**config.mk**
```make
export PLATFORM = sky130hd
export DESIGN_NAME = rx_video_pass_qualifier
export DESIGN_NICKNAME = d
export VERILOG_FILES = /design/src/logic/rx_video_pass_qualifier.v /design/src/logic/bit_sync2.v /design/src/logic/frame_size_checker.v
export VERILOG_INCLUDE_DIRS = /design/src /design/src/pkg
export SDC_FILE = /design/constraint.sdc
export NUM_CORES = 1
export LEC_CHECK = 0
export ABC_CLOCK_PERIOD_IN_PS = 2300
export BUFFER_PORTS_ARGS = -buffer_cell sky130_fd_sc_hd__clkbuf_2
export CAP_MARGIN = 20
export CELL_PAD_IN_SITES_DETAIL_PLACEMENT = 2
export CELL_PAD_IN_SITES_GLOBAL_PLACEMENT = 2
export CORE_ASPECT_RATIO = 1.4
export CORE_MARGIN = 2
export CORE_UTILIZATION = 35
export DETAILED_ROUTE_END_ITERATION = 6
export PLACE_DENSITY = 0.87
export SETUP_SLACK_MARGIN = 0.1
export SYNTH_ARGS = -nofsm -noshare
export SYNTH_HDL_FRONTEND = slang
export SYNTH_HIERARCHICAL = 1
export SYNTH_SLANG_ARGS = --single-unit
```
**constraint.sdc**
```tcl
create_clock -name SYS_CLK -period 2.3 [get_ports SYS_CLK]
set_input_delay 0.23 -clock SYS_CLK [delete_from_list [all_inputs] [get_ports SYS_CLK]]
set_output_delay 0.23 -clock SYS_CLK [all_outputs]
set_load 0.01 [all_outputs]
```
**src/pkg/rx_video_pass_qualifier_regs.vh**
```
`ifndef RX_VIDEO_PASS_QUALIFIER_REGS_VH
`define RX_VIDEO_PASS_QUALIFIER_REGS_VH

// Register indexes; the byte address on APB is four times the index.
`define IDX_TX_INT_ENABLE   8'h36
`define IDX_TX_INT_STATUS   8'h37
`define IDX_RX_QUAL_CTRL    8'h38
`define IDX_RX_CUTOFF_CFG   8'h39
`define IDX_RX_STATUS       8'h3A

// Reset values.
`define RST_TX_INT_ENABLE   8'h00
`define RST_RX_QUAL_CTRL    8'h00
`define RST_RX_CUTOFF_CFG   8'h00

// Interrupt source bit positions in enable and status.
`define INT_PASS_ON         0
`define INT_SYNCED          1
`define INT_PASS_OFF        2
`define INT_SYNC_LOST       3
`define INT_RX_PORT         4
`define INT_BITS            5

// Qualify control fields.
`define QC_THRESH_LSB       0
`define QC_THRESH_MSB       1
`define QC_DISCARD          2
`define QC_LINE_SIZE        3
`define QC_LINE_CNT         4
`define QC_PARITY           5

// Cut-off configuration fields.
`define CO_LINE_SIZE        0
`define CO_LINE_CNT         1
`define CO_PARITY           2

// Receive status fields.
`define ST_LOCK             0
`define ST_PASS             1
`define ST_CUTOFF           2
`define ST_COUNT_LSB        3
`define ST_COUNT_MSB        4

// Measurement counter width.
`define MEAS_W              16

`endif

```
**src/logic/rx_video_pass_qualifier.v**
```verilog
// How it works
// - Five interrupt sources per transmit port.
// - Status bits set regardless of enable.
// - On error, flag it, stop frame.
// - After recovery, send new frame start first.
// - Discard video until qualified, when enabled.
// - Qualify after zero to three valid frames.
// - Threshold zero qualifies at lock.
// - Line length change flagged, count restarts.
// - Line count change restarts count.
// - Parity error clears qualified and count.
// - After parity error, qualify one frame early.
// - Cut-off ends frame without frame end.
// - Cut-off may follow any line count.
// - Cut-off persists through next valid frame.
`timescale 1ns/100ps
`include "rx_video_pass_qualifier_regs.vh"
module rx_video_pass_qualifier (
  input  wire        SYS_CLK,
  input  wire        RST,
  input  wire        PSEL,
  input  wire        PENABLE,
  input  wire        PWRITE,
  input  wire [9:0]  PADDR,
  input  wire [31:0] PWDATA,
  input  wire [3:0]  PSTRB,
  output reg  [31:0] PRDATA,
  output reg         PREADY,
  output reg         PSLVERR,
  input  wire        LINK_CLK,
  input  wire        LINK_LOCK,
  input  wire        LINK_FRAME,
  input  wire        LINK_LINE,
  input  wire [7:0]  LINK_DATA,
  input  wire        LINK_PARITY_ERR,
  input  wire        STREAMS_SYNCED,
  input  wire        STREAM_SYNC_LOST,
  input  wire        RX_PORT_IRQ,
  output reg         OUT_SOF,
  output reg         OUT_EOF,
  output reg         OUT_VALID,
  output reg  [7:0]  OUT_DATA,
  output reg         PASS,
  output reg         TX_IRQ
);

  //////////////////////////////////////////////////////////////////////////////
  // Link inputs come from another domain and pass two flops first.
  wire [12:0] sync_w;
  wire        lclk_s;
  wire        lock_s;
  wire        frame_s;
  wire        line_s;
  wire        par_s;
  wire [7:0]  data_s;

  bit_sync2 #(
    .W(13)
  ) u_sync (
    .clk (SYS_CLK),
    .rst (RST),
    .din ({LINK_CLK, LINK_LOCK, LINK_FRAME, LINK_LINE, LINK_PARITY_ERR, LINK_DATA}),
    .dout(sync_w)
  );

  assign lclk_s  = sync_w[12];
  assign lock_s  = sync_w[11];
  assign frame_s = sync_w[10];
  assign line_s  = sync_w[9];
  assign par_s   = sync_w[8];
  assign data_s  = sync_w[7:0];

  //////////////////////////////////////////////////////////////////////////////
  // Link clock edge finding and sampling of the stream on its rising edge.
  reg       lclk_q;
  reg       frame_q;
  reg       line_q;
  reg       par_q;
  reg [7:0] data_q;
  reg       edge_q;
  wire      lclk_rise;

  assign lclk_rise = lclk_s && !lclk_q;

  // Captures the stream levels at each link clock rising edge.
  always @(posedge SYS_CLK or posedge RST) begin
    if (RST) begin
      lclk_q  <= 1'b0;
      frame_q <= 1'b0;
      line_q  <= 1'b0;
      par_q   <= 1'b0;
      data_q  <= 8'h00;
      edge_q  <= 1'b0;
    end else begin
      lclk_q <= lclk_s;
      edge_q <= lclk_rise;
      if (lclk_rise) begin
        frame_q <= frame_s;
        line_q  <= line_s;
        par_q   <= par_s;
        data_q  <= data_s;
      end
    end
  end

  // Stream events, one cycle wide, derived from the sampled levels.
  reg  prev_frame_q;
  reg  prev_line_q;
  reg  prev_par_q;
  wire frame_start;
  wire frame_end;
  wire line_end;
  wire byte_stb;
  wire par_err;

  assign frame_start = edge_q && frame_q && !prev_frame_q;
  assign frame_end   = edge_q && !frame_q && prev_frame_q;
  assign line_end    = edge_q && !line_q && prev_line_q;
  assign byte_stb    = edge_q && frame_q && line_q;
  assign par_err     = edge_q && par_q && !prev_par_q;

  // Keeps the levels of the previous link edge.
  always @(posedge SYS_CLK or posedge RST) begin
    if (RST) begin
      prev_frame_q <= 1'b0;
      prev_line_q  <= 1'b0;
      prev_par_q   <= 1'b0;
    end else if (edge_q) begin
      prev_frame_q <= frame_q;
      prev_line_q  <= line_q;
      prev_par_q   <= par_q;
    end
  end

  //////////////////////////////////////////////////////////////////////////////
  // Register file.
  reg [7:0] int_en_q;
  reg [7:0] qual_ctrl_q;
  reg [7:0] cutoff_cfg_q;
  reg [`INT_BITS-1:0] int_st_q;
  reg [`INT_BITS-1:0] int_set;
  reg [1:0] count_q;
  reg       cut_q;

  wire [1:0] thresh;
  wire       qc_discard;
  wire       qc_line_size;
  wire       qc_line_cnt;
  wire       qc_parity;
  wire       access;
  wire       wr_en;
  wire       rd_en;
  wire [7:0] idx;

  assign thresh       = qual_ctrl_q[`QC_THRESH_MSB:`QC_THRESH_LSB];
  assign qc_discard   = qual_ctrl_q[`QC_DISCARD];
  assign qc_line_size = qual_ctrl_q[`QC_LINE_SIZE];
  assign qc_line_cnt  = qual_ctrl_q[`QC_LINE_CNT];
  assign qc_parity    = qual_ctrl_q[`QC_PARITY];
  assign idx          = PADDR[9:2];
  assign access       = PSEL && PENABLE;
  assign wr_en        = access && PREADY && PWRITE && PSTRB[0];
  assign rd_en        = access && !PREADY && !PWRITE;

  // APB answer: ready comes one cycle into the access phase, data with it.
  always @(posedge SYS_CLK or posedge RST) begin
    if (RST) begin
      PREADY  <= 1'b0;
      PRDATA  <= 32'h00000000;
      PSLVERR <= 1'b0;
    end else begin
      PREADY  <= access && !PREADY;
      PSLVERR <= 1'b0;
      PRDATA  <= 32'h00000000;
      if (access && !PREADY) begin
        case (idx)
          `IDX_TX_INT_ENABLE: PRDATA <= {24'h000000, int_en_q};
          `IDX_TX_INT_STATUS: PRDATA <= {27'h0000000, int_st_q};
          `IDX_RX_QUAL_CTRL:  PRDATA <= {24'h000000, qual_ctrl_q};
          `IDX_RX_CUTOFF_CFG: PRDATA <= {24'h000000, cutoff_cfg_q};
          `IDX_RX_STATUS:     PRDATA <= {27'h0000000, count_q, cut_q, PASS, lock_s};
          default:            PSLVERR <= 1'b1;
        endcase
      end
    end
  end

  // Writable control registers; a write lands at the edge with pready high.
  always @(posedge SYS_CLK or posedge RST) begin
    if (RST) begin
      int_en_q     <= `RST_TX_INT_ENABLE;
      qual_ctrl_q  <= `RST_RX_QUAL_CTRL;
      cutoff_cfg_q <= `RST_RX_CUTOFF_CFG;
    end else if (wr_en) begin
      case (idx)
        `IDX_TX_INT_ENABLE: int_en_q     <= PWDATA[7:0];
        `IDX_RX_QUAL_CTRL:  qual_ctrl_q  <= PWDATA[7:0];
        `IDX_RX_CUTOFF_CFG: cutoff_cfg_q <= PWDATA[7:0];
        default:            int_en_q     <= int_en_q;
      endcase
    end
  end

  //////////////////////////////////////////////////////////////////////////////
  // Line length and line count measurement.
  wire len_chg;
  wire cnt_chg;

  frame_size_checker u_check (
    .clk      (SYS_CLK),
    .rst      (RST),
    .clear    (!lock_s),
    .byte_stb (byte_stb),
    .line_end (line_end),
    .frame_end(frame_end),
    .len_chg  (len_chg),
    .cnt_chg  (cnt_chg)
  );

  //////////////////////////////////////////////////////////////////////////////
  // Frame qualification.
  reg  bad_frame_q;
  reg  par_early_q;
  wire size_bad;
  wire lines_bad;
  wire par_bad;
  wire [1:0] need;
  wire pass_d;

  assign size_bad  = qc_line_size && len_chg;
  assign lines_bad = qc_line_cnt && cnt_chg;
  assign par_bad   = qc_parity && par_err;
  // One frame less is needed while recovering from a parity error.
  assign need      = (par_early_q && thresh != 2'd0) ? thresh - 2'd1 : thresh;
  // Threshold zero qualifies as soon as lock is reported.
  assign pass_d    = lock_s && (count_q >= need) && !par_bad;

  // Counts valid frames; any enabled size change or parity error restarts it.
  always @(posedge SYS_CLK or posedge RST) begin
    if (RST) begin
      count_q     <= 2'd0;
      bad_frame_q <= 1'b0;
      par_early_q <= 1'b0;
      PASS        <= 1'b0;
    end else if (!lock_s) begin
      count_q     <= 2'd0;
      bad_frame_q <= 1'b0;
      par_early_q <= 1'b0;
      PASS        <= 1'b0;
    end else begin
      PASS <= pass_d && !(size_bad || lines_bad);
      if (par_bad) begin
        count_q     <= 2'd0;
        par_early_q <= 1'b1;
        bad_frame_q <= 1'b1;
      end else if (size_bad || lines_bad) begin
        count_q     <= 2'd0;
        bad_frame_q <= 1'b1;
      end else if (frame_end) begin
        if (!bad_frame_q && count_q < thresh) begin
          count_q <= count_q + 2'd1;
        end
        bad_frame_q <= 1'b0;
      end else if (frame_start) begin
        bad_frame_q <= 1'b0;
      end
      if (!par_bad && count_q >= thresh) begin
        par_early_q <= 1'b0;
      end
    end
  end

  //////////////////////////////////////////////////////////////////////////////
  // Forwarding with discard and cut-off.
  reg  fwd_q;
  reg  clean_q;
  wire cut_now;
  wire allow;

  assign cut_now = (cutoff_cfg_q[`CO_LINE_SIZE] && len_chg) ||
                   (cutoff_cfg_q[`CO_LINE_CNT] && cnt_chg) ||
                   (cutoff_cfg_q[`CO_PARITY] && par_err);
  // Video is dropped until qualified when discard is enabled.
  assign allow   = !(qc_discard && !pass_d) && !cut_q;

  // Tracks whether the current frame is forwarded and the cut-off state.
  always @(posedge SYS_CLK or posedge RST) begin
    if (RST) begin
      fwd_q   <= 1'b0;
      cut_q   <= 1'b0;
      clean_q <= 1'b0;
    end else begin
      if (cut_now && frame_q) begin
        fwd_q   <= 1'b0;
        cut_q   <= 1'b1;
        clean_q <= 1'b0;
      end else if (frame_start) begin
        fwd_q   <= allow;
        clean_q <= 1'b1;
      end else if (frame_end) begin
        fwd_q <= 1'b0;
        if (clean_q) begin
          cut_q <= 1'b0;
        end
      end else if (qc_discard && !pass_d) begin
        fwd_q <= 1'b0;
      end
    end
  end

  // Output stream; frame end is withheld when the frame was cut.
  always @(posedge SYS_CLK or posedge RST) begin
    if (RST) begin
      OUT_SOF   <= 1'b0;
      OUT_EOF   <= 1'b0;
      OUT_VALID <= 1'b0;
      OUT_DATA  <= 8'h00;
    end else begin
      OUT_SOF   <= frame_start && allow && !cut_now;
      OUT_EOF   <= frame_end && fwd_q && !cut_now;
      OUT_VALID <= byte_stb && !cut_now && (frame_start ? allow : fwd_q);
      OUT_DATA  <= data_q;
    end
  end

  //////////////////////////////////////////////////////////////////////////////
  // Transmit port interrupt status and output.
  reg pass_prev_q;
  reg synced_prev_q;
  reg lost_prev_q;
  reg rxirq_prev_q;

  // Event detection for each interrupt source.
  always @* begin
    int_set                 = {`INT_BITS{1'b0}};
    int_set[`INT_PASS_ON]   = PASS && !pass_prev_q;
    int_set[`INT_SYNCED]    = STREAMS_SYNCED && !synced_prev_q;
    int_set[`INT_PASS_OFF]  = !PASS && pass_prev_q;
    int_set[`INT_SYNC_LOST] = STREAM_SYNC_LOST && !lost_prev_q;
    int_set[`INT_RX_PORT]   = RX_PORT_IRQ && !rxirq_prev_q;
  end

  // Sticky status, set regardless of enable, cleared by reading it.
  always @(posedge SYS_CLK or posedge RST) begin
    if (RST) begin
      pass_prev_q   <= 1'b0;
      synced_prev_q <= 1'b0;
      lost_prev_q   <= 1'b0;
      rxirq_prev_q  <= 1'b0;
      int_st_q      <= {`INT_BITS{1'b0}};
      TX_IRQ        <= 1'b0;
    end else begin
      pass_prev_q   <= PASS;
      synced_prev_q <= STREAMS_SYNCED;
      lost_prev_q   <= STREAM_SYNC_LOST;
      rxirq_prev_q  <= RX_PORT_IRQ;
      if (rd_en && idx == `IDX_TX_INT_STATUS) begin
        int_st_q <= int_set;
      end else begin
        int_st_q <= int_st_q | int_set;
      end
      TX_IRQ <= |(int_st_q & int_en_q[`INT_BITS-1:0]);
    end
  end

endmodule

```
**src/logic/bit_sync2.v**
```verilog
`timescale 1ns/100ps
module bit_sync2 #(
  parameter W = 1
) (
  input  wire         clk,
  input  wire         rst,
  input  wire [W-1:0] din,
  output wire [W-1:0] dout
);

  //////////////////////////////////////////////////////////////////////////////
  genvar i;
  generate
    for (i = 0; i < W; i = i + 1) begin : g_bit
      reg meta_q;
      reg stab_q;
      // Two flops per bit; only the second flop reads the first.
      always @(posedge clk or posedge rst) begin
        if (rst) begin
          meta_q <= 1'b0;
          stab_q <= 1'b0;
        end else begin
          meta_q <= din[i];
          stab_q <= meta_q;
        end
      end
      assign dout[i] = stab_q;
    end
  endgenerate

endmodule

```
**src/logic/frame_size_checker.v**
```verilog
`timescale 1ns/100ps
`include "rx_video_pass_qualifier_regs.vh"
module frame_size_checker (
  input  wire clk,
  input  wire rst,
  input  wire clear,
  input  wire byte_stb,
  input  wire line_end,
  input  wire frame_end,
  output reg  len_chg,
  output reg  cnt_chg
);

  //////////////////////////////////////////////////////////////////////////////
  reg [`MEAS_W-1:0] len_q;
  reg [`MEAS_W-1:0] ref_len_q;
  reg               ref_len_ok_q;
  reg [`MEAS_W-1:0] lines_q;
  reg [`MEAS_W-1:0] ref_lines_q;
  reg               ref_lines_ok_q;

  // Measures bytes per line and lines per frame against the last seen values.
  always @(posedge clk or posedge rst) begin
    if (rst) begin
      len_q          <= {`MEAS_W{1'b0}};
      ref_len_q      <= {`MEAS_W{1'b0}};
      ref_len_ok_q   <= 1'b0;
      lines_q        <= {`MEAS_W{1'b0}};
      ref_lines_q    <= {`MEAS_W{1'b0}};
      ref_lines_ok_q <= 1'b0;
      len_chg        <= 1'b0;
      cnt_chg        <= 1'b0;
    end else if (clear) begin
      len_q          <= {`MEAS_W{1'b0}};
      ref_len_ok_q   <= 1'b0;
      lines_q        <= {`MEAS_W{1'b0}};
      ref_lines_ok_q <= 1'b0;
      len_chg        <= 1'b0;
      cnt_chg        <= 1'b0;
    end else begin
      len_chg <= 1'b0;
      cnt_chg <= 1'b0;
      if (byte_stb) begin
        len_q <= len_q + 1'b1;
      end
      if (line_end) begin
        // A line differing from the previous one, in or across frames.
        len_chg      <= ref_len_ok_q && (len_q != ref_len_q);
        ref_len_q    <= len_q;
        ref_len_ok_q <= 1'b1;
        len_q        <= {`MEAS_W{1'b0}};
        lines_q      <= lines_q + 1'b1;
      end
      if (frame_end) begin
        cnt_chg        <= ref_lines_ok_q && (lines_q != ref_lines_q);
        ref_lines_q    <= lines_q;
        ref_lines_ok_q <= 1'b1;
        lines_q        <= {`MEAS_W{1'b0}};
      end
    end
  end

endmodule

```
==> flow_metrics.env, run 1 <==
export IMPL_start_kind="flop"
export IMPL_status="finished, final reports clean"
export IMPL_setup_tns_ns=0
export IMPL_drcViolationCount=0
export IMPL_max_vdd_ir_drop_uv=407
export IMPL_overflow=0
export IMPL_maxSlewHeadroom_pct=58.6
export IMPL_fin_area_um2=9020
export IMPL_ys_warn_count=6
export IMPL_nNetsFinal=770
export IMPL_max_cap_violations=0
export IMPL_endpoint_kind="flop"
export IMPL_rsz0062_at_grt="no"
export IMPL_ys_seq_area_share_pct=56.0
export IMPL_io_buffers=60
export IMPL_period_needed_ns=2.15
export IMPL_wire_per_inst_um=22.6
export IMPL_synthCells=630
export IMPL_grt_max_degree=69
export IMPL_tightest_slew_ns=0.619
export IMPL_grt_usage_pct=20.4
export IMPL_place_gp_congestion=0.786
export IMPL_cts_sinks=173
export IMPL_total_power_mw=6.86
export IMPL_dr_pass1_iters=4
export IMPL_nFillCells=2247
export IMPL_hold_depth=2
export IMPL_synth_top_cell_by_area="dfrtp_1"
export IMPL_cts_tree="yes"
export IMPL_rows=64
export IMPL_vias_per_cell=5.12
export IMPL_synth_ff_type="dfrtp_1"
export IMPL_synth_cell_type_count=59
export IMPL_path_class="flop to flop"
export IMPL_cts_clk_slew_worst_paths_ns=0.08
export IMPL_synth_most_common_cell="dfrtp_1"
export IMPL_finalWirelength_um=22700
export IMPL_num_io_pins=114
export IMPL_antenna_left=0
export IMPL_yosysTopAreaCellShare_pct=56.0
export IMPL_ys_ff_latch=173
export IMPL_grt_antenna_before_repair=0
export IMPL_fmax_mhz=465
export IMPL_dieArea_um2=23300
export IMPL_netlist_top_cells_count="dfrtp_1 (173), mux2_2 (67), nor2_1 (56)"
export IMPL_r2r_cells=9
export IMPL_cp_slowest_cell="dfrtp_2"
export IMPL_vias=5155
export IMPL_synthToLayoutAreaGrowth_pct=16.6
export IMPL_syn_avg_cell_area_um2=12.3
export IMPL_numCtsBuffers=17
export IMPL_die_h_um=180
export IMPL_placed_area_um2=8180
export IMPL_ff_latch_area_um2=4330
export IMPL_path_cells="inv_1 > ha_1 > nand2b_2 > xnor2_1 > ha_1 > nand2b_1 > a21oi_2 > o21a_2 > nor3_1"
export IMPL_syn_area_um2=7730
export IMPL_cts_path_max_buffers=2
export IMPL_grt_pass1_wl_um=36000
export IMPL_p_leak_nw=4.30
export IMPL_dieWidth_um=130
export IMPL_finalHoldViolCount=0
export IMPL_clockRootBuffer="clkbuf_16"
export IMPL_initial_core_util_pct=35.5
export IMPL_crit_arrival_ns=2.49
export IMPL_drive_above_1_share_pct=29.1
export IMPL_place_detailed_hpwl_um=13500
export IMPL_multiInputGateArea_um2=3010
export IMPL_cp_max_fo=4
export IMPL_slowest_delay_ns=0.41
export IMPL_pwr_density_cell_nw_per_um2=761
export IMPL_drv_slew=0
export IMPL_period_share_pct=93.6
export IMPL_core_um2=21800
export IMPL_place_ws_ns=0.0641
export IMPL_diodes=0
export IMPL_synth_area_leaders="dfrtp_1 (56%), mux2_2 (9.8%), buf_4 (4.1%)"
export IMPL_drt_iter0_drc=345
export IMPL_fin_ws_ns=0.148
export IMPL_hp_class="input pin to flop"
export IMPL_worstSkewPairLatency_ns=0.44
export IMPL_required_ns=2.63
export IMPL_skew_ns=0.0154
export IMPL_setup_violations=0
export IMPL_whs_ns=0.0637
export IMPL_ys_async_sr_fraction_pct=100
export IMPL_crit_path_frequent_cell="ha_1"
export IMPL_grt_pass1_vias=6074
export IMPL_h_tree_depth=4
export IMPL_synth_edf_count=0
[stage by stage]
step	util, %	std cells
floorplan	-	653
global placement	37.6	955
detailed placement	37.6	955
CTS	41.3	1004
global route	41.4	1006
finish	41.4	1006
[placed cells by master (no fill, tap or decap), drive strengths merged, types with 4 or more instances in the layout]
cell type,count
a21oi,7
inv,23
nor3,11
nor4,12
clkbuf,77
conb,24
a22oi,12
nor2,56
dfrtp,173
dlygate4sd3,17
mux2,69
clkinvlp,4
nand2,32
xnor2,36
nand4,14
a22o,9
xor2,24
a31oi,6
o21ai,6
ha,7
buf,15
nand2b,5
nand3,16
[layout make-up]
class / count / area share [%]
flip-flops and latches: 173 / 48.0
multi-input cells: 395 / 33.4
repair buffers: 92 / 6.74
clock buffers: 17 / 4.72
well taps: 297 / 4.12
clock inverters: 15 / 2.26
inverters: 17 / 0.749
[timing repair]
item / CTS / global route
hold endpoints to repair: 107 / 0
pin swaps: 0 / 0
setup endpoints to repair: 3 / 3
hold buffers: 17 / 0
setup buffers: 0 / 2
resized for setup: 5 / 2
[report_power, final]
part	switching, mW	internal [mW]	total [mW]	leakage (nW)
Sequential	0.101	3.15	3.25	2.25
Combinational	0.286	0.172	0.458	1.75
Clock	1.40	1.75	3.15	0.298
[kinds of logic (layout without fill, tap and decap cells)]
family | Yosys count | count (layout) | synth area share, %
other | 1 | 24 | 0.0485
buffers and inverters | 85 | 141 | 6.47
xor gates and xnor gates | 60 | 60 | 6.80
and+or+nand+nor | 173 | 173 | 13.5
muxes | 71 | 71 | 10.3
DFF | 173 | 173 | 56.0
AOI/OAI and AO/OA | 60 | 60 | 5.71
adders and majority gates | 7 | 7 | 1.13
[registers in the layout, indices dropped and copies added, names as in the netlist, 13 cells and up]
name,count
u_check/ref_lines_q,16
u_sync/g_bit.stab_q,13
u_check/lines_q,16
u_check/ref_len_q,16
u_sync/g_bit.meta_q,13
u_check/len_q,16
[path summary, 6_finish.rpt]
path	from	end	slack, ns
worst max-delay path	qual_ctrl_q[1]$_DFFE_PP0P_	OUT_SOF$_DFF_PP0_	0.15
worst min-delay path	PWDATA[3]	cutoff_cfg_q[3]$_DFFE_PP0P_	0.06
worst max register to register	qual_ctrl_q[1]$_DFFE_PP0P_	OUT_SOF$_DFF_PP0_	0.15
worst min register to register	u_sync/g_bit[10].meta_q$_DFF_PP0_	u_sync/g_bit[10].stab_q$_DFF_PP0_	0.35
max in group asynchronous	RST	qual_ctrl_q[1]$_DFFE_PP0P_	1.19
min in group asynchronous	RST	u_sync/g_bit[4].meta_q$_DFF_PP0_	0.33
[worst max-delay path, delay by kind of cell (launching register included)]
kind	cells	cell delay, ns
AOI/OAI and AO/OA	2	0.32
xor gates and xnor gates	1	0.14
adders and majority gates	2	0.47
buffers and inverters	1	0.09
DFF	1	0.41
and+or+nand+nor	3	0.62
[metal layers]
metal | global-route usage [%] | wire length [µm]
met3 | 3.30 | 670
met1 | 22.3 | 8490
met2 | 37.2 | 12500
met5 | 0 | 0
met4 | 10.3 | 1030
No activity file was read; power rests on OpenSTA's default activity.
==> inputs of run 2 (changes only) <==
--- a/config.mk
+++ b/config.mk
@@ -15,7 +15,7 @@
 export CORE_MARGIN = 2
 export CORE_UTILIZATION = 35
 export DETAILED_ROUTE_END_ITERATION = 6
-export PLACE_DENSITY = 0.87
+export PLACE_DENSITY_LB_ADDON = 0.1
 export SETUP_SLACK_MARGIN = 0.1
 export SYNTH_ARGS = -nofsm -noshare
 export SYNTH_HDL_FRONTEND = slang
==> flow_metrics.env, run 2 (synthesis gave the netlist of run 1 again) <==
export IMPL_status="finished, final reports clean"
export IMPL_period_share_pct=92.8
export IMPL_tightest_slew_ns=0.744
export IMPL_worstSkewPairLatency_ns=0.44
export IMPL_cts_clk_slew_worst_paths_ns=0.07
export IMPL_layout_commonest_cell="dfrtp_1"
export IMPL_max_cap_violations=0
export IMPL_drv_slew=0
export IMPL_grt_pass1_wl_um=29800
export IMPL_initial_core_util_pct=35.5
export IMPL_grt_max_degree=37
export IMPL_hold_depth=2
export IMPL_vias_per_cell=4.84
export IMPL_dieArea_um2=23300
export IMPL_required_ns=2.62
export IMPL_finalHoldViolCount=0
export IMPL_clockRootBuffer="clkbuf_16"
export IMPL_place_detailed_hpwl_um=12600
export IMPL_cts_path_max_buffers=2
export IMPL_crit_arrival_ns=2.46
export IMPL_maxSlewHeadroom_pct=50.4
export IMPL_grt_pass1_vias=5483
export IMPL_setup_violations=0
export IMPL_vias=4878
export IMPL_io_buffers=60
export IMPL_p_leak_nw=4.28
export IMPL_grt_usage_pct=16.6
export IMPL_pwr_density_cell_nw_per_um2=722
export IMPL_nNetsFinal=772
export IMPL_rows=64
export IMPL_drt_iter0_drc=133
export IMPL_cts_sinks=173
export IMPL_start_kind="flop"
export IMPL_nFillCells=2256
export IMPL_finalWirelength_um=17900
export IMPL_multiInputGateArea_um2=2990
export IMPL_r2r_cells=9
export IMPL_period_needed_ns=2.14
export IMPL_num_io_pins=114
export IMPL_core_um2=21800
export IMPL_synthToLayoutAreaGrowth_pct=15.9
export IMPL_wire_per_inst_um=17.8
export IMPL_whs_ns=0.0474
export IMPL_reg2reg_slack_ns=0.16
export IMPL_mostFrequentLayoutCells="dfrtp_1 (172), mux2_2 (67), clkbuf_2 (60), nor2_1 (56), xnor2_1 (36)"
export IMPL_skew_ns=0.00759
export IMPL_cts_tree="yes"
export IMPL_min_to="int_en_q[7]$_DFFE_PP0P_"
export IMPL_ff_latch_area_um2=4330
export IMPL_overflow=0
export IMPL_path_class="flop to flop"
export IMPL_h_tree_depth=4
export IMPL_max_vdd_ir_drop_uv=542
export IMPL_die_h_um=180
export IMPL_drive_above_1_share_pct=28.7
export IMPL_dr_pass1_iters=4
export IMPL_rsz0062_at_grt="no"
export IMPL_place_gp_congestion=0.743
export IMPL_antenna_left=0
export IMPL_grt_antenna_before_repair=0
export IMPL_endpoint_kind="flop"
export IMPL_numCtsBuffers=17
export IMPL_fmax_mhz=468
export IMPL_cp_max_fo=5
export IMPL_setup_tns_ns=0
export IMPL_r2r_start="qual_ctrl_q[0]$_DFFE_PP0P_"
export IMPL_drcViolationCount=0
export IMPL_hp_start="PWDATA[7]"
export IMPL_hp_class="input pin to flop"
export IMPL_diodes=0
export IMPL_dieWidth_um=130
export IMPL_timing_rr_end="OUT_VALID$_DFF_PP0_"
## run 2: worst max path at each step
stage / to / cells after the start / from / slack, ns
2_1_floorplan: u_check/ref_lines_q[0]$_DFFE_PP0P_ / 7 / frame_q$_DFFE_PP0P_ / 0.33
3_3_place_gp: OUT_VALID$_DFF_PP0_ / 9 / qual_ctrl_q[0]$_DFFE_PP0P_ / 0.21
3_5_place_dp: OUT_VALID$_DFF_PP0_ / 9 / qual_ctrl_q[0]$_DFFE_PP0P_ / 0.05
4_1_cts: OUT_VALID$_DFF_PP0_ / 9 / qual_ctrl_q[0]$_DFFE_PP0P_ / 0.12
5_1_grt: OUT_VALID$_DFF_PP0_ / 9 / qual_ctrl_q[0]$_DFFE_PP0P_ / 0.1
6_report: OUT_VALID$_DFF_PP0_ / 9 / qual_ctrl_q[0]$_DFFE_PP0P_ / 0.16
## run 2: final cells by class
type	count	area share, %
Tap cell	297	4.15
Sequential cell	173	48.3
Timing Repair Buffer	94	6.95
Clock inverter	15	1.66
Clock buffer	17	4.75
Inverter	17	0.754
Multi-Input combinational cell	395	33.4
## run 2: power breakdown
| part | total [mW] | leakage, nW | internal, mW | switching [mW] |
|---|---|---|---|---|
| clock network | 2.82 | 0.277 | 1.45 | 1.37 |
| logic | 0.428 | 1.75 | 0.173 | 0.255 |
| registers | 3.22 | 2.25 | 3.15 | 0.0695 |
| total | 6.47 | 4.28 | 4.77 | 1.70 |
## run 2: metrics by stage
stage                     setup slack, ns  instances  area, µm²  total power [mW]  util (%)
after global placement              0.209        957       8200              3.67      37.6
after global routing               0.0988       1008       8960              6.75      41.1
after floorplan                     0.334        653       7820              3.56         -
after CTS                           0.121       1006       8940              6.57      41.1
after detailed placement           0.0550        957       8200              3.70      37.6
final                               0.164       1008       8960              6.47      41.1
## run 2: worst max-delay path, cell delays in order (launching register included)
cell and delay [ns]:
dfrtp_2 0.42, inv_1 0.07, ha_1 0.21, nand2b_1 0.19
xnor2_1 0.19, ha_1 0.27, nand2b_1 0.18, a21oi_2 0.20
o21a_1 0.19, o31ai_1 0.09
## run 2: what timing repair did
item | CTS | global route
pin swaps | 0 | 1
buffers inserted | 0 | 2
gates resized for setup | 2 | 0
endpoints found under the setup margin | 3 | 3
hold buffers | 17 | 0
endpoints found under the hold margin | 100 | 0
## run 2: per-layer routing
metal	global-route usage (%)	wire, µm
met5	0	0
met4	5.55	301
met3	3.63	550
met2	29.9	9900
met1	19.0	7150
==> inputs of run 3 (changes only) <==
--- a/config.mk
+++ b/config.mk
@@ -13,11 +13,10 @@
 export CELL_PAD_IN_SITES_GLOBAL_PLACEMENT = 2
 export CORE_ASPECT_RATIO = 1.4
 export CORE_MARGIN = 2
-export CORE_UTILIZATION = 35
+export CORE_UTILIZATION = 34
 export DETAILED_ROUTE_END_ITERATION = 6
 export PLACE_DENSITY_LB_ADDON = 0.1
 export SETUP_SLACK_MARGIN = 0.1
 export SYNTH_ARGS = -nofsm -noshare
 export SYNTH_HDL_FRONTEND = slang
-export SYNTH_HIERARCHICAL = 1
 export SYNTH_SLANG_ARGS = --single-unit
==> flow_metrics.env, run 3 <==
export IMPL_clockRootBuffer="clkbuf_16"
export IMPL_synth_most_common_cell="dfrtp_1"
export IMPL_syn_area_um2=7570
export IMPL_drv_slew=0
export IMPL_numCtsBuffers=17
export IMPL_whs_ns=0.0729
export IMPL_vias_per_cell=5.00
export IMPL_finalHoldViolCount=0
export IMPL_netlist_top_cells_count="dfrtp_1 (173), mux2_2 (68), xnor2_1 (47)"
export IMPL_p_int_mw=4.87
export IMPL_dieArea_um2=23500
export IMPL_dr_pass1_iters=4
export IMPL_synth_area_leaders="dfrtp_1 (57%), mux2_2 (10%), xnor2_1 (5.4%)"
export IMPL_synth_cell_type_count=54
export IMPL_ys_ff_latch=173
export IMPL_mostFrequentLayoutCells="dfrtp_1 (173), mux2_2 (68), clkbuf_2 (60), xnor2_1 (47), nand2_1 (45)"
export IMPL_endpoint_kind="flop"
export IMPL_setup_violations=0
export IMPL_seqPwrFrac_pct=49.6
export IMPL_tightest_slew_ns=0.565
export IMPL_cts_path_max_buffers=2
export IMPL_grt_max_degree=83
export IMPL_h_tree_depth=4
export IMPL_io_buffers=60
export IMPL_slowest_delay_ns=0.36
export IMPL_p_switching_mw=1.65
export IMPL_synth_edf_count=0
export IMPL_grt_pass1_wl_um=31600
export IMPL_synth_top_cell_by_area="dfrtp_1"
export IMPL_multiInputGateArea_um2=2970
export IMPL_worstSkewPairLatency_ns=0.43
export IMPL_cts_sinks=173
export IMPL_num_io_pins=114
export IMPL_crit_arrival_ns=2.42
export IMPL_rsz0062_at_grt="no"
export IMPL_p_leak_nw=4.08
export IMPL_finalNonFillerCells=1032
export IMPL_die_h_um=181
export IMPL_max_vdd_ir_drop_uv=470
export IMPL_fin_area_um2=8980
export IMPL_grt_usage_pct=17.4
export IMPL_synthToLayoutAreaGrowth_pct=18.7
export IMPL_nFillCells=2251
export IMPL_place_gp_congestion=0.747
export IMPL_synthCells=636
export IMPL_diodes=0
export IMPL_cts_clk_slew_worst_paths_ns=0.07
export IMPL_fin_ws_ns=0.207
export IMPL_nNetsFinal=796
export IMPL_required_ns=2.63
export IMPL_status="finished, final reports clean"
export IMPL_ys_seq_area_share_pct=57.2
export IMPL_pwr_density_cell_nw_per_um2=727
export IMPL_p_comb_share_pct=6.5
export IMPL_cts_tree="yes"
export IMPL_crit_path_frequent_cell="ha_1"
export IMPL_syn_avg_cell_area_um2=11.9
export IMPL_maxSlewHeadroom_pct=62.2
export IMPL_grt_antenna_before_repair=0
export IMPL_clkPwrFrac_pct=43.9
export IMPL_cp_max_fo=3
export IMPL_place_detailed_hpwl_um=13400
export IMPL_vias=5158
export IMPL_ff_latch_area_um2=4330
export IMPL_place_ws_ns=0.0748
export IMPL_dieWidth_um=130
export IMPL_yosysTopAreaCellShare_pct=57.2
export IMPL_grt_pass1_vias=5885
export IMPL_placed_area_um2=8200
export IMPL_initial_core_util_pct=34.6
export IMPL_antenna_left=0
export IMPL_dpl_cell_count=981
export IMPL_hp_class="input pin to flop"
export IMPL_fmax_mhz=478
export IMPL_drive_above_1_share_pct=26.0
export IMPL_sw_frac_of_total_pct=25.3
export IMPL_wire_per_inst_um=18.3
export IMPL_drcViolationCount=0
export IMPL_max_cap_violations=0
export IMPL_cp_slowest_cell="dfrtp_1"
export IMPL_synth_ff_type="dfrtp_1"
export IMPL_ys_warn_count=0
export IMPL_cp_num_buf_inv=1
export IMPL_rows=64
export IMPL_start_kind="flop"
export IMPL_skew_ns=0.00647
export IMPL_overflow=0
export IMPL_crit_family="compound AO/OA/AOI/OAI gates"
export IMPL_path_cells="inv_1 > ha_1 > nand2b_4 > xnor2_1 > ha_1 > nand2b_1 > a21oi_1 > o31a_1 > o41ai_2"
export IMPL_finalWirelength_um=18900
export IMPL_period_share_pct=91.0
export IMPL_period_needed_ns=2.09
export IMPL_core_um2=21900
export IMPL_ys_async_sr_fraction_pct=100
export IMPL_layout_commonest_cell="dfrtp_1"
export IMPL_drt_iter0_drc=171
export IMPL_path_class="flop to flop"
run 3: area by class of cell:
class	instances	share of cell area (%)
clock inverters	14	1.73
inverters	18	0.794
multi-input cells	414	33.1
well taps	297	4.14
repair buffers	98	7.27
clock buffers	18	4.78
flip-flops and latches	173	48.2
run 3: final timing paths:
path | start | to | slack, ns | cells past startpoint
hold reg to reg | u_sync.g_bit[7].meta_q$_DFF_PP0_ | u_sync.g_bit[7].stab_q$_DFF_PP0_ | 0.35 | 0
setup / recovery | qual_ctrl_q[1]$_DFFE_PP0P_ | OUT_VALID$_DFF_PP0_ | 0.21 | 9
setup reg to reg | qual_ctrl_q[1]$_DFFE_PP0P_ | OUT_VALID$_DFF_PP0_ | 0.21 | 9
hold / removal | PWDATA[6] | cutoff_cfg_q[6]$_DFFE_PP0P_ | 0.07 | 2
min in group asynchronous | RST | u_check.ref_len_q[14]$_DFFE_PP0P_ | 0.29 | 3
max in group asynchronous | RST | u_check.ref_lines_q[7]$_DFFE_PP0P_ | 1.31 | 4
run 3: worst reg2reg max path, stage by stage (launching register included):
cell,delay [ns]
dfrtp_1,0.36
inv_1,0.08
ha_1,0.19
nand2b_4,0.16
xnor2_1,0.14
ha_1,0.27
nand2b_1,0.09
a21oi_1,0.10
o31a_1,0.34
o41ai_2,0.27
run 3: per-stage QoR:
stage / power (mW) / setup TNS, ns / utilization, %
2_1_floorplan: 3.55 / -24.34 / -
3_3_place_gp: 3.68 / 0 / 37.5
5_1_grt: 6.81 / 0 / 41.1
6_report: 6.52 / 0 / 41.1
4_1_cts: 6.65 / 0 / 41.0
3_5_place_dp: 3.71 / 0 / 37.5
run 3: logic make-up after synthesis:
family	after synthesis	synth area share (%)
AO/OA/AOI/OAI	74	6.40
XOR/XNOR	51	5.90
flip-flops	173	57.2
multiplexers	69	10.3
AND/OR/NAND/NOR	189	14.2
other	1	0.0496
adder cells (fa/ha/maj)	7	1.16
buffers and inverters	72	4.88
run 3: power groups by stage:
stage          combinational, mW  clock (mW)  sequential, mW
3_5_place_dp               0.410           0            3.30
6_report                   0.424        2.86            3.24
5_1_grt                    0.473        3.08            3.25
3_3_place_gp               0.392           0            3.29
2_1_floorplan              0.276           0            3.27
4_1_cts                    0.437        2.97            3.24
run 3: what timing repair did:
action / 4_1_cts / 5_1_grt
setup endpoints to repair: 1 / 2
hold buffers: 17 / 0
hold endpoints to repair: 22 / 0
buffers inserted: 1 / 1
resized for setup: 0 / 2
run 3: layer usage:
metal	vias up	part of all wire, %	track usage, %	wire length, µm
li1	2365	-	-	-
met1	2689	40	20.1	7570
met2	81	55	31.8	10500
met3	23	2.7	3.27	517
met4	0	1.8	5.42	339
met5	-	0	0	0
